--- src/logic/spr_pkg.sv ---
// Shared constants for the sector protection register command block.
package spr_pkg;

    // ==========================================================
    // Opcodes, sampled most significant bit first.
    localparam logic [7:0] OP_WRITE_ENABLE = 8'h06;
    localparam logic [7:0] OP_READ_STATUS  = 8'h05;
    localparam logic [7:0] OP_ERASE_PROT   = 8'hE4;
    localparam logic [7:0] OP_READ_MODE    = 8'h2B;
    localparam logic [7:0] OP_PROG_MODE    = 8'h2F;
    localparam logic [7:0] OP_READ_LOCK    = 8'hA7;

    // ==========================================================
    // Frame lengths in rising clock edges.
    localparam logic [4:0] CNT_OPCODE = 5'h08;
    localparam logic [4:0] CNT_PROG   = 5'h18;
    localparam logic [4:0] CNT_MAX    = 5'h1F;

    // ==========================================================
    // Status byte layout and reset values.
    localparam int          SR_WIP_BIT   = 0;
    localparam int          SR_WEL_BIT   = 1;
    localparam logic [15:0] MODE_RESET   = 16'hFFFF;
    localparam logic [7:0]  ENTRY_PROT   = 8'h00;
    localparam logic [7:0]  ENTRY_UNPROT = 8'hFF;

    // ==========================================================
    // Internal operation times and their cycle counts.
    localparam int CLK_MHZ        = 250;
    localparam int PREPROG_NS     = 2000;
    localparam int ERASE_NS       = 4000;
    localparam int PROG_NS        = 1000;
    localparam int TIMER_W        = 12;
    localparam logic [TIMER_W-1:0] PREPROG_CYC =
        TIMER_W'((PREPROG_NS * CLK_MHZ + 999) / 1000);
    localparam logic [TIMER_W-1:0] ERASE_CYC =
        TIMER_W'((ERASE_NS * CLK_MHZ + 999) / 1000);
    localparam logic [TIMER_W-1:0] PROG_CYC =
        TIMER_W'((PROG_NS * CLK_MHZ + 999) / 1000);
    localparam logic [TIMER_W-1:0] TIMER_ONE = 12'h001;

    // ==========================================================
    // Internal operation states, one-hot.
    typedef enum logic [3:0] {
        ST_IDLE    = 4'b0001,
        ST_PREPROG = 4'b0010,
        ST_ERASE   = 4'b0100,
        ST_PROGRAM = 4'b1000
    } spr_state_t;

endpackage

--- src/logic/spr_cmd.sv ---
// Command interpreter for the sector protection registers.
`timescale 1ns/1ps

module spr_cmd #(
    parameter int SECTORS = 64
) (
    input  wire logic                       i_clk_sys,   // System clock.
    input  wire logic                       i_reset_n,   // Sync reset.
    input  wire logic                       i_clk_en,    // Clock enable.
    input  wire logic                       i_cs_n,      // Select pin.
    input  wire logic                       i_sck,       // Serial clock.
    input  wire logic                       i_si,        // Serial in.
    input  wire logic                       i_quad_mode, // Quad mode.
    input  wire logic [7:0]                 i_lock_reg,  // Lock value.
    input  wire logic                       i_suspend,   // Suspend req.
    input  wire logic [$clog2(SECTORS)-1:0] i_sel,       // Entry index.
    output logic                            o_so,        // Serial out.
    output logic                            o_so_oe,     // Out enable.
    output logic                            o_write_enable_latch, // Latch.
    output logic                            o_write_in_progress,  // Busy.
    output logic                            o_suspend_refused,    // Pulse.
    output logic [15:0]                     o_prot_mode, // Mode reg.
    output logic [SECTORS-1:0]              o_prot_bits, // Bit array.
    output logic [7:0]                      o_prot_entry // Entry byte.
);

    // ==========================================================
    // Elaboration check.
    if (SECTORS < 2) begin : g_bad_sectors
        $error("SECTORS must be at least 2");
    end

    // Maps one protection bit onto its readback byte.
    function automatic logic [7:0] entry_code(input logic bit_val);
        entry_code = bit_val ? spr_pkg::ENTRY_UNPROT : spr_pkg::ENTRY_PROT;
    endfunction

    // ==========================================================
    // Pin synchronisation and edge detection.
    logic [2:0] pins_s;
    logic       cs_n_s;
    logic       sck_s;
    logic       si_s;
    logic       sck_d_reg;
    logic       cs_d_reg;

    spr_sync #(
        .WIDTH (3)
    ) u_sync (
        .i_clk_sys (i_clk_sys),
        .i_reset_n (i_reset_n),
        .i_clk_en  (i_clk_en),
        .i_async   ({i_cs_n, i_sck, i_si}),
        .i_init    (3'h7),
        .o_sync    (pins_s)
    );

    assign cs_n_s = pins_s[2];
    assign sck_s  = pins_s[1];
    assign si_s   = pins_s[0];

    // Edges are only honoured inside a frame; the link clock may idle.
    wire sck_rise = sck_s & ~sck_d_reg & ~cs_n_s;
    wire sck_fall = ~sck_s & sck_d_reg & ~cs_n_s;
    wire cs_rise  = cs_n_s & ~cs_d_reg;
    wire cs_fall  = ~cs_n_s & cs_d_reg;

    always_ff @(posedge i_clk_sys) begin
        if (!i_reset_n) begin
            sck_d_reg <= 1'b1;
            cs_d_reg  <= 1'b1;
        end else if (i_clk_en) begin
            sck_d_reg <= sck_s;
            cs_d_reg  <= cs_n_s;
        end
    end

    // ==========================================================
    // Receive side: bit counter, opcode and data shifters.
    logic [4:0]  cnt_reg;
    logic [7:0]  rx_reg;
    logic [7:0]  opcode_reg;
    logic [15:0] data_reg;

    wire in_opcode   = (cnt_reg < spr_pkg::CNT_OPCODE);
    wire last_op_bit = (cnt_reg == spr_pkg::CNT_OPCODE - 5'h01);
    wire [7:0] op_now = {rx_reg[6:0], si_s};

    always_ff @(posedge i_clk_sys) begin
        if (!i_reset_n) begin
            cnt_reg    <= 5'h00;
            rx_reg     <= 8'h00;
            opcode_reg <= 8'h00;
            data_reg   <= 16'h0000;
        end else if (i_clk_en) begin
            if (cs_fall) begin
                cnt_reg <= 5'h00;
            end else if (sck_rise) begin
                if (cnt_reg != spr_pkg::CNT_MAX) begin
                    cnt_reg <= cnt_reg + 5'h01;
                end
                if (in_opcode) begin
                    rx_reg <= op_now;
                end else begin
                    data_reg <= {data_reg[14:0], si_s};
                end
                if (last_op_bit) begin
                    opcode_reg <= op_now;
                end
            end
        end
    end

    // ==========================================================
    // Operation state and its decoded controls.
    spr_pkg::spr_state_t state_reg;
    spr_pkg::spr_state_t state_next;
    logic [spr_pkg::TIMER_W-1:0] timer_reg;
    logic [spr_pkg::TIMER_W-1:0] timer_next;
    logic        wel_reg;
    logic [15:0] mode_reg;
    logic [15:0] pend_reg;
    logic [SECTORS-1:0] bits_reg;

    wire idle      = (state_reg == spr_pkg::ST_IDLE);
    wire op8       = (cnt_reg == spr_pkg::CNT_OPCODE);
    wire op24      = (cnt_reg == spr_pkg::CNT_PROG);
    wire end_ok    = cs_rise & idle;
    wire timer_end = (timer_reg == '0);
    wire write_enable_cmd_go   = end_ok & op8 &
                     (opcode_reg == spr_pkg::OP_WRITE_ENABLE);
    wire erase_go  = end_ok & op8 & wel_reg &
                     (opcode_reg == spr_pkg::OP_ERASE_PROT);
    wire prog_go   = end_ok & op24 & wel_reg &
                     (opcode_reg == spr_pkg::OP_PROG_MODE);
    wire erasing   = (state_reg == spr_pkg::ST_PREPROG) |
                     (state_reg == spr_pkg::ST_ERASE);
    // Only the last phase ends the operation; the pre-program step of an
    // erase must not drop the latch while the array is still being worked.
    wire op_done   = ~idle & timer_end &
                     (state_next == spr_pkg::ST_IDLE);

    // Erase runs pre-program then erase; program is a single phase.
    always_comb begin
        state_next = state_reg;
        timer_next = timer_reg - spr_pkg::TIMER_ONE;
        case (state_reg)
            spr_pkg::ST_IDLE: begin
                timer_next = timer_reg;
                if (erase_go) begin
                    state_next = spr_pkg::ST_PREPROG;
                    timer_next = spr_pkg::PREPROG_CYC - spr_pkg::TIMER_ONE;
                end else if (prog_go) begin
                    state_next = spr_pkg::ST_PROGRAM;
                    timer_next = spr_pkg::PROG_CYC - spr_pkg::TIMER_ONE;
                end
            end
            spr_pkg::ST_PREPROG: begin
                if (timer_end) begin
                    state_next = spr_pkg::ST_ERASE;
                    timer_next = spr_pkg::ERASE_CYC - spr_pkg::TIMER_ONE;
                end
            end
            spr_pkg::ST_ERASE,
            spr_pkg::ST_PROGRAM: begin
                if (timer_end) begin
                    state_next = spr_pkg::ST_IDLE;
                end
            end
            default: begin
                state_next = spr_pkg::ST_IDLE;
                timer_next = '0;
            end
        endcase
    end

    // State, busy flag and write enable latch.
    always_ff @(posedge i_clk_sys) begin
        if (!i_reset_n) begin
            state_reg           <= spr_pkg::ST_IDLE;
            timer_reg           <= '0;
            o_write_in_progress <= 1'b0;
            wel_reg             <= 1'b0;
        end else if (i_clk_en) begin
            state_reg           <= state_next;
            timer_reg           <= timer_next;
            o_write_in_progress <= (state_next != spr_pkg::ST_IDLE);
            if (write_enable_cmd_go) begin
                wel_reg <= 1'b1;
            end else if (op_done) begin
                wel_reg <= 1'b0;
            end
        end
    end

    // Protection array, mode register and suspend refusal.
    always_ff @(posedge i_clk_sys) begin
        if (!i_reset_n) begin
            mode_reg          <= spr_pkg::MODE_RESET;
            pend_reg          <= spr_pkg::MODE_RESET;
            bits_reg          <= '1;
            o_suspend_refused <= 1'b0;
        end else if (i_clk_en) begin
            o_suspend_refused <= i_suspend & erasing;
            if (prog_go) begin
                pend_reg <= {data_reg[7:0], data_reg[15:8]};
            end
            if (state_reg == spr_pkg::ST_PROGRAM && timer_end) begin
                mode_reg <= pend_reg;
            end
            if (state_reg == spr_pkg::ST_PREPROG && timer_end) begin
                bits_reg <= '0;
            end
            if (state_reg == spr_pkg::ST_ERASE && timer_end) begin
                bits_reg <= '1;
            end
        end
    end

    // ==========================================================
    // Transmit side: a 16-bit rotator shifted on falling edges.
    logic        tx_active_reg;
    logic [15:0] tx_reg;

    wire [7:0] status_byte = {6'h00, wel_reg, o_write_in_progress};
    wire hit_mode = (op_now == spr_pkg::OP_READ_MODE);
    wire hit_stat = (op_now == spr_pkg::OP_READ_STATUS);
    wire hit_lock = (op_now == spr_pkg::OP_READ_LOCK) & idle &
                    ~i_quad_mode;
    wire tx_load  = sck_rise & last_op_bit &
                    (hit_mode | hit_stat | hit_lock);
    // Eight-bit sources are doubled so the rotator repeats them.
    wire [15:0] tx_pattern =
        hit_mode ? {mode_reg[7:0], mode_reg[15:8]} :
        hit_lock ? {i_lock_reg, i_lock_reg} :
                   {status_byte, status_byte};

    always_ff @(posedge i_clk_sys) begin
        if (!i_reset_n) begin
            tx_active_reg <= 1'b0;
            tx_reg        <= 16'h0000;
            o_so          <= 1'b0;
            o_so_oe       <= 1'b0;
        end else if (i_clk_en) begin
            if (cs_rise || cs_fall) begin
                tx_active_reg <= 1'b0;
                o_so_oe       <= 1'b0;
            end else if (tx_load) begin
                tx_active_reg <= 1'b1;
                tx_reg        <= tx_pattern;
            end else if (sck_fall && tx_active_reg) begin
                o_so    <= tx_reg[15];
                o_so_oe <= 1'b1;
                tx_reg  <= {tx_reg[14:0], tx_reg[15]};
            end
        end
    end

    // ==========================================================
    // Registered status outputs.
    always_ff @(posedge i_clk_sys) begin
        if (!i_reset_n) begin
            o_write_enable_latch <= 1'b0;
            o_prot_mode          <= spr_pkg::MODE_RESET;
            o_prot_bits          <= '1;
            o_prot_entry         <= spr_pkg::ENTRY_UNPROT;
        end else if (i_clk_en) begin
            o_write_enable_latch <= wel_reg;
            o_prot_mode          <= mode_reg;
            o_prot_bits          <= bits_reg;
            o_prot_entry         <= entry_code(bits_reg[i_sel]);
        end
    end
endmodule

--- src/logic/spr_sync.sv ---
// Two-flop synchroniser for pin inputs.
`timescale 1ns/1ps

module spr_sync #(
    parameter int WIDTH = 3
) (
    input  wire logic             i_clk_sys,  // System clock.
    input  wire logic             i_reset_n,  // Synchronous reset.
    input  wire logic             i_clk_en,   // Clock enable.
    input  wire logic [WIDTH-1:0] i_async,    // Asynchronous levels.
    input  wire logic [WIDTH-1:0] i_init,     // Reset level per bit.
    output logic      [WIDTH-1:0] o_sync      // Synchronised levels.
);

    // ==========================================================
    // First stage feeds only the second stage.
    logic [WIDTH-1:0] meta_reg;

    always_ff @(posedge i_clk_sys) begin
        if (!i_reset_n) begin
            meta_reg <= i_init;
            o_sync   <= i_init;
        end else if (i_clk_en) begin
            meta_reg <= i_async;
            o_sync   <= meta_reg;
        end
    end

endmodule
--- config.mk ---
export PLATFORM = sky130hd
export DESIGN_NAME = spr_cmd
export DESIGN_NICKNAME = d
export VERILOG_FILES = /design/src/logic/spr_pkg.sv /design/src/logic/spr_cmd.sv /design/src/logic/spr_sync.sv
export SDC_FILE = /design/constraint.sdc
export NUM_CORES = 1
export LEC_CHECK = 0
export ABC_CLOCK_PERIOD_IN_PS = 3190
export BUFFER_PORTS_ARGS = -buffer_cell sky130_fd_sc_hd__buf_2
export CORE_AREA = 2 2 142 144
export DETAILED_ROUTE_END_ITERATION = 10
export DIE_AREA = 0 0 144 146
export SYNTH_ARGS = -nofsm -noshare
export SYNTH_HDL_FRONTEND = slang
export SYNTH_SLANG_ARGS = --single-unit
--- constraint.sdc ---
create_clock -name i_clk_sys -period 3.19 [get_ports i_clk_sys]
set_input_delay 0.957 -clock i_clk_sys [delete_from_list [all_inputs] [get_ports i_clk_sys]]
set_output_delay 0.957 -clock i_clk_sys [all_outputs]
set_load 0.1 [all_outputs]
### Word-level counts from Yosys, hierarchy flattened

Cells that the tools add are included.

* flip-flop bits (word level): 267
* input port bits: 22
* output and inout bits: 93

* $add $sub $neg: 2
* order comparisons: 2
* equality and inequality tests: 18
* multiplexer cells: 28
* bitwise gates (word level): 34
* reduce and logical (&&, ||, !) cells: 27

Operator list (number)
* 2-to-1 mux 64 bit: 2
* 2-to-1 mux 16 bit: 4
* 2-to-1 mux 12 bit: 3
* one-hot mux 12 bit (3 select lines): 1
* AND 1 bit: 21
* == test 8 x 3 -> 1 bit (second input constant): 2
* == test 8 x 6 -> 1 bit (second input constant): 2
* == test 8 bit (second input constant): 2
* 2-to-1 mux 4 bit: 4
* AND reduction 4 bit: 4
* 2-to-1 mux 5 bit: 3
* nonzero test 2 bit: 7
* logical NOT 12 bit: 1
* one-hot mux 4 bit (3 select lines): 1
* AND reduction 2 bit: 6
* subtractor 12 x 1 -> 12 bit (second input constant): 1
* inverter 1 bit: 10
* AND reduction 3 bit: 3
* == test 4 x 1 -> 1 bit (second input constant): 2
* 2-to-1 mux 1 bit: 8
* 2-to-1 mux 8 bit: 1
* less-than comparator 6 x 7 -> 1 bit (second input constant): 1
* binary-select mux 1 bit (select 6 bit): 1
* adder 5 x 1 -> 5 bit (second input constant): 1
* other kinds (15): 20

### Longest topological paths before layout

Gate-level depths: netlist of the first run.

* word-level depth: 13
* mapped depth: 10
* depth with buffers taken out: 8

### Cells and area by module

From an unflattened synthesis of the first run, not the netlist that was laid out.

* cells, all modules: 779
* area, all modules: 6492.5 um^2

Modules (own cells, without submodules)
* spr_cmd: times used 1, cells each 765, area an instance 6204.7 um^2
* spr_sync: times used 1, cells each 14, area an instance 287.8 um^2

### Worst setup path after synthesis of the first run

OpenSTA, ideal clock, no wires.

* kind: flip-flop to output port
* start point: reg, netlist name o_prot_bits[62]
* end point: out o_prot_bits[10]
* arrival time: 2487 ps
* required time: 2233 ps
* path slack: -254 ps
* cell stages (with the launch flop): 2
* path through: dfxtp_1 buf_4

RTL lines
* to (decl): RTL line spr_cmd.sv:23 `output logic [SECTORS-1:0] o_prot_bits,`

==> metrics, run 1 <==
CTS H-tree lvls 4; Synth area leader dfxtp_1; ys flop type dfxtp_1; Hold WC Path Type register to register; Max Cap Viol 0; Routability Congestion 0.832; Max rail drop VDD 0.379 mV; core footprint 0.0193 mm2; #FFs+latches synth 134; Layout Skew 0.00802 ns; Max Root-Sink Buffers 2; number of setup violations in the final report 0; Endpoint, Worst Hold o_suspend_refused; WL final 14,000 um; Critical Path Sink Type output pin; DR vias/cell 4.86; Slowest cell on crit path dfxtp_2; Residual DRC 0; largest net degree at the start of global routing 66; Layout area overhead 14.2%; initial antenna violation count 0; vias in the first global route 4,437; Worst Max-Slew Pin Slew 0.722 ns; CTS buffer count 17; fin crit period 2.73 ns; top cells by count, synth dfxtp_1 (134), nand2_1 (95), mux2i_1 (74); crit-path max FO 65; DR vias 4,990; CP required 2.23 ns; worst reg2reg endpoint mode_reg[8]; Cell Count, Final, Fillers Out 1,027; DRT Pass-1 Iters 4; Slew Limit Fails 0; Port Buf Inserts 108; Logic pwr share 14.1%; number of nets in the layout 779; Critical Path AT 1.77 ns; fill cell count 1,993; initial core utilization 32.7%; Critical Path Source o_prot_bits[62]; Die Height 146 um; library cells used by synthesis 57; setup bufs post-CTS 0; delay-heaviest family, CP flip-flops; Post-Synthesis Cell Area 0.00633 mm2; Sw Share 29.2%; Root Driver clkbuf_16; Routed WL per cell 13.6 um; WP buf/inv 1; Final HPWL DP 9810 um; cell-by-cell trace of the critical path buf_2; Synth top area share 42.4%; multi-input combinational cell area 0.00288 mm2; hold depth 2; global-route wire length before repair 22,500 um; clock share of power 45.6%; Seq pwr share 40.4%; number of synthesis warnings 0; setup TNS 0 ns; CTS clk-pin slew, worst paths 0.06 ns; RSZ-0062 raised after global routing false; post-route worst setup slack 0.464 ns; Final Hold Fails 0; placed cells 997; Power per Cell Area 592 mW/mm2; total grt overflow 0; Reg area 0.00268 mm2; total track usage 13.4%; syn_nets 744; die span in x 144 um; CTS tree done; CP startpoint kind register; initial DRC count 330; outcome completed; Inserted Diodes 0; top cells by area, synth dfxtp_1 (42%), mux2i_1 (12%), buf_4 (8.5%); CTS Hold Bufs 0; relative slew slack 51.9%; Switch Pwr 1.25 mW; total power 4.28 mW; slowest stage delay, CP 0.79 ns; R2R setup slack 0.60 ns; critical hold path startpoint o_suspend_refused; DP Worst Slack 0.476 ns; LEAKAGE 2.95 nW; # rows 51; worst r2r src timer_reg[0]; maximum clock rate 367 MHz; Worst-Skew Late Latency 0.42 ns; Mean Syn Cell Area 8.84 um2; DIE AREA 0.0210 mm2; Seq/Total Area, Yosys 42.4%; # IOs 115; gate count of the mapped netlist 716; Post-DRT Antenna Nets 0; post-synthesis async set-or-reset flop share 0%; CTS Sinks 134; share of layout cells above drive strength 1 23.0%; FF-to-FF path depth 8; most common cell in the netlist dfxtp_1; post_cts resized 0; Post-synth EDFFs 0; Int Pwr 3.03 mW; fin crit share 85.4%; crit path kind register to output pin; final core utilization 37.4%
layer usage:
layer	track usage (%)	vias up	wire length [um]
met5	0	-	0
li1	-	2517	-
met2	20.8	144	6190
met4	5.39	0	298
met1	17.8	2307	6750
met3	3.39	22	735
power groups by stage:
stage                     clock network, mW  logic, mW  registers [mW]
after detailed placement                  0      0.601            1.76
after global placement                    0      0.600            1.76
after CTS                              1.99      0.602            1.73
final                                  1.95      0.602            1.73
after global routing                   2.05      0.635            1.73
after floorplan                           0      0.550            1.77
cell families (layout without fill, tap and decap cells):
family | Yosys count | in the layout | synth area share, %
AOI/OAI and AO/OA | 126 | 126 | 13.0
and+or+nand+nor | 247 | 247 | 19.1
muxes | 74 | 74 | 11.7
adders and majority gates | 6 | 6 | 1.19
DFF | 134 | 134 | 42.4
xor gates and xnor gates | 3 | 3 | 0.415
buffers and inverters | 126 | 172 | 12.2
per-stage QoR:
stage | hold WS [ns] | area, um2
3_3_place_gp | 0.450 | 6640
5_1_grt | 0.485 | 7220
3_5_place_dp | 0.454 | 6640
4_1_cts | 0.462 | 7220
6_report | 0.462 | 7220
2_1_floorplan | 0.440 | 6330
cell usage in the layout, fill, tap and decap left out, types with 3 or more instances in the layout:
cell type / count
a21oi_1: 35
a221o_1: 4
a22o_1: 11
a22oi_1: 14
a31oi_1: 8
and3_1: 3
buf_2: 108
buf_4: 19
bufinv_16: 3
clkbuf_16: 17
clkinv_2: 3
clkinv_4: 4
dfxtp_1: 133
ha_1: 6
inv_1: 14
mux2i_1: 74
nand2_1: 95
nand2b_1: 4
nand3_1: 25
nand4_1: 4
nor2_1: 62
nor3_1: 12
nor3b_1: 6
nor4b_1: 3
o211ai_1: 5
o21ai_0: 31
o22ai_1: 5
or3_1: 5
or3b_2: 4
or4_1: 4
worst max-delay path by stage:
stage / slack, ns / endpoint / cells past startpoint
floorplan: 0.48 / data_reg[10] / 7
global placement: 0.51 / mode_reg[10] / 6
detailed placement: 0.48 / mode_reg[10] / 6
CTS: 0.41 / o_prot_bits[17] / 1
global route: 0.24 / o_prot_bits[11] / 1
finish: 0.46 / o_prot_bits[52] / 1
area by class of cell:
| class | count | share of cell area (%) |
|---|---|---|
| clock buffers | 18 | 5.94 |
| clock inverters | 12 | 2.17 |
| inverters | 15 | 0.779 |
| multi-input cells | 456 | 39.9 |
| flip-flops and latches | 134 | 37.2 |
| well taps | 265 | 4.59 |
| repair buffers | 127 | 9.46 |
No activity file was read; power rests on OpenSTA's default activity.
==> run 2: changes to the inputs <==
--- a/config.mk
+++ b/config.mk
@@ -6,8 +6,9 @@
 export NUM_CORES = 1
 export LEC_CHECK = 0
 export ABC_CLOCK_PERIOD_IN_PS = 3190
-export BUFFER_PORTS_ARGS = -buffer_cell sky130_fd_sc_hd__buf_2
+export BUFFER_PORTS_ARGS = -buffer_cell sky130_fd_sc_hd__buf_4
 export CORE_AREA = 2 2 142 144
+export CTS_BUF_LIST = sky130_fd_sc_hd__clkbuf_4 sky130_fd_sc_hd__clkbuf_8 sky130_fd_sc_hd__clkbuf_16
 export DETAILED_ROUTE_END_ITERATION = 10
 export DIE_AREA = 0 0 144 146
 export SYNTH_ARGS = -nofsm -noshare
==> metrics, run 2 (synthesis results as in run 1) <==
setup TNS 0 ns; Hold WC Path Type register to register; CP required 2.23 ns; DR vias/cell 4.86; initial DRC count 276; Root Driver clkbuf_16; initial antenna violation count 0; CTS H-tree lvls 4; Worst-Skew Late Latency 0.42 ns; fin crit share 82.3%; Cell Count, Final, Fillers Out 1,027; number of setup violations in the final report 0; Worst Max-Slew Pin Slew 0.722 ns; Slew Limit Fails 0; # IOs 115; slowest stage delay, CP 0.44 ns; die span in x 144 um; total power 4.25 mW; smallest hold slack 0.464 ns; Port Buf Inserts 108; Slowest cell on crit path dfxtp_2; global-route wire length before repair 22,500 um; core footprint 0.0193 mm2; share of layout cells above drive strength 1 23.0%; Residual DRC 0; crit path kind register to output pin; Post-DRT Antenna Nets 0; commonest cells after routing, fill and taps aside dfxtp_1 (133), buf_4 (125), nand2_1 (95); outcome completed; DRT Pass-1 Iters 5; DIE AREA 0.0210 mm2; Max Root-Sink Buffers 2; CP dominant cell by count buf_4; crit-path max FO 53; Final Cell Area 0.00747 mm2; total grt overflow 0; CTS Sinks 134; LEAKAGE 3.10 nW; DP Worst Slack 0.520 ns; initial core utilization 32.7%; Die Height 146 um; post-route worst setup slack 0.565 ns; Routability Congestion 0.797; CTS buffer count 17; RSZ-0062 raised after global routing false; Layout Skew 0.00678 ns; cell-by-cell trace of the critical path buf_4, buf_4; DR vias 4,987; fin crit period 2.63 ns; setup bufs post-CTS 0; total track usage 13.4%; Critical Path Sink Type output pin; CTS Hold Bufs 0; post_cts resized 0; Max rail drop VDD 0.346 mV; Final HPWL DP 9770 um; number of nets in the layout 777; dpl cell area 0.00689 mm2; fill cell count 1,967; CTS clk-pin slew, worst paths 0.06 ns; commonest non-fill, non-tap cell in the layout dfxtp_1; Power per Cell Area 569 mW/mm2; CTS tree done; placed cells 995; delay-heaviest family, CP buffers and inverters; Critical Path AT 1.67 ns; vias in the first global route 4,414; Routed WL per cell 13.7 um; Layout area overhead 18.1%; Inserted Diodes 0; final core utilization 38.6%; maximum clock rate 381 MHz; Final Hold Fails 0; relative slew slack 51.7%; Max Cap Viol 0; WL final 14,100 um; CP startpoint kind register; largest net degree at the start of global routing 64; WP buf/inv 2; # rows 51
run 2: worst register-to-register path, delay by kind of cell (launching register included):
kind | cells | cell delay, ns
AND/OR/NAND/NOR | 6 | 1.88
flip-flops | 1 | 0.34
adder cells (fa/ha/maj) | 1 | 0.19
buffers and inverters | 1 | 0.07
run 2: report_power, final:
group / internal, mW / leakage [nW] / switching (mW) / total [mW]
clock network: 1.14 / 0.285 / 0.758 / 1.89
logic: 0.141 / 1.73 / 0.498 / 0.639
registers: 1.69 / 1.08 / 0.0273 / 1.72
total: 2.97 / 3.10 / 1.28 / 4.25
run 2: layout make-up:
type | instances | area, um2 | share of cell area, %
clock buffer | 21 | 462 | 6.18
tap | 265 | 332 | 4.44
clock inverter | 11 | 119 | 1.59
inverter | 15 | 56.3 | 0.754
sequential | 134 | 2680 | 35.9
timing repair buffer | 125 | 938 | 12.6
multi-input combinational | 456 | 2880 | 38.6
run 2: routing by layer:
metal	vias to the layer above	global-route usage, %	wire length [um]
met5	-	0	0
met4	0	4.07	158
met3	11	3.78	800
met2	156	20.8	6300
met1	2325	18.1	6820
li1	2495	-	-
run 2: path summary, 6_finish.rpt:
kind,from,endpoint,cells past startpoint,slack (ns)
setup / recovery,o_prot_bits[62],o_prot_bits[60],2,0.56
hold / removal,o_suspend_refused,o_suspend_refused,2,0.46
setup reg to reg,timer_reg[0],mode_reg[12],8,0.57
hold reg to reg,o_suspend_refused,o_suspend_refused,2,0.46
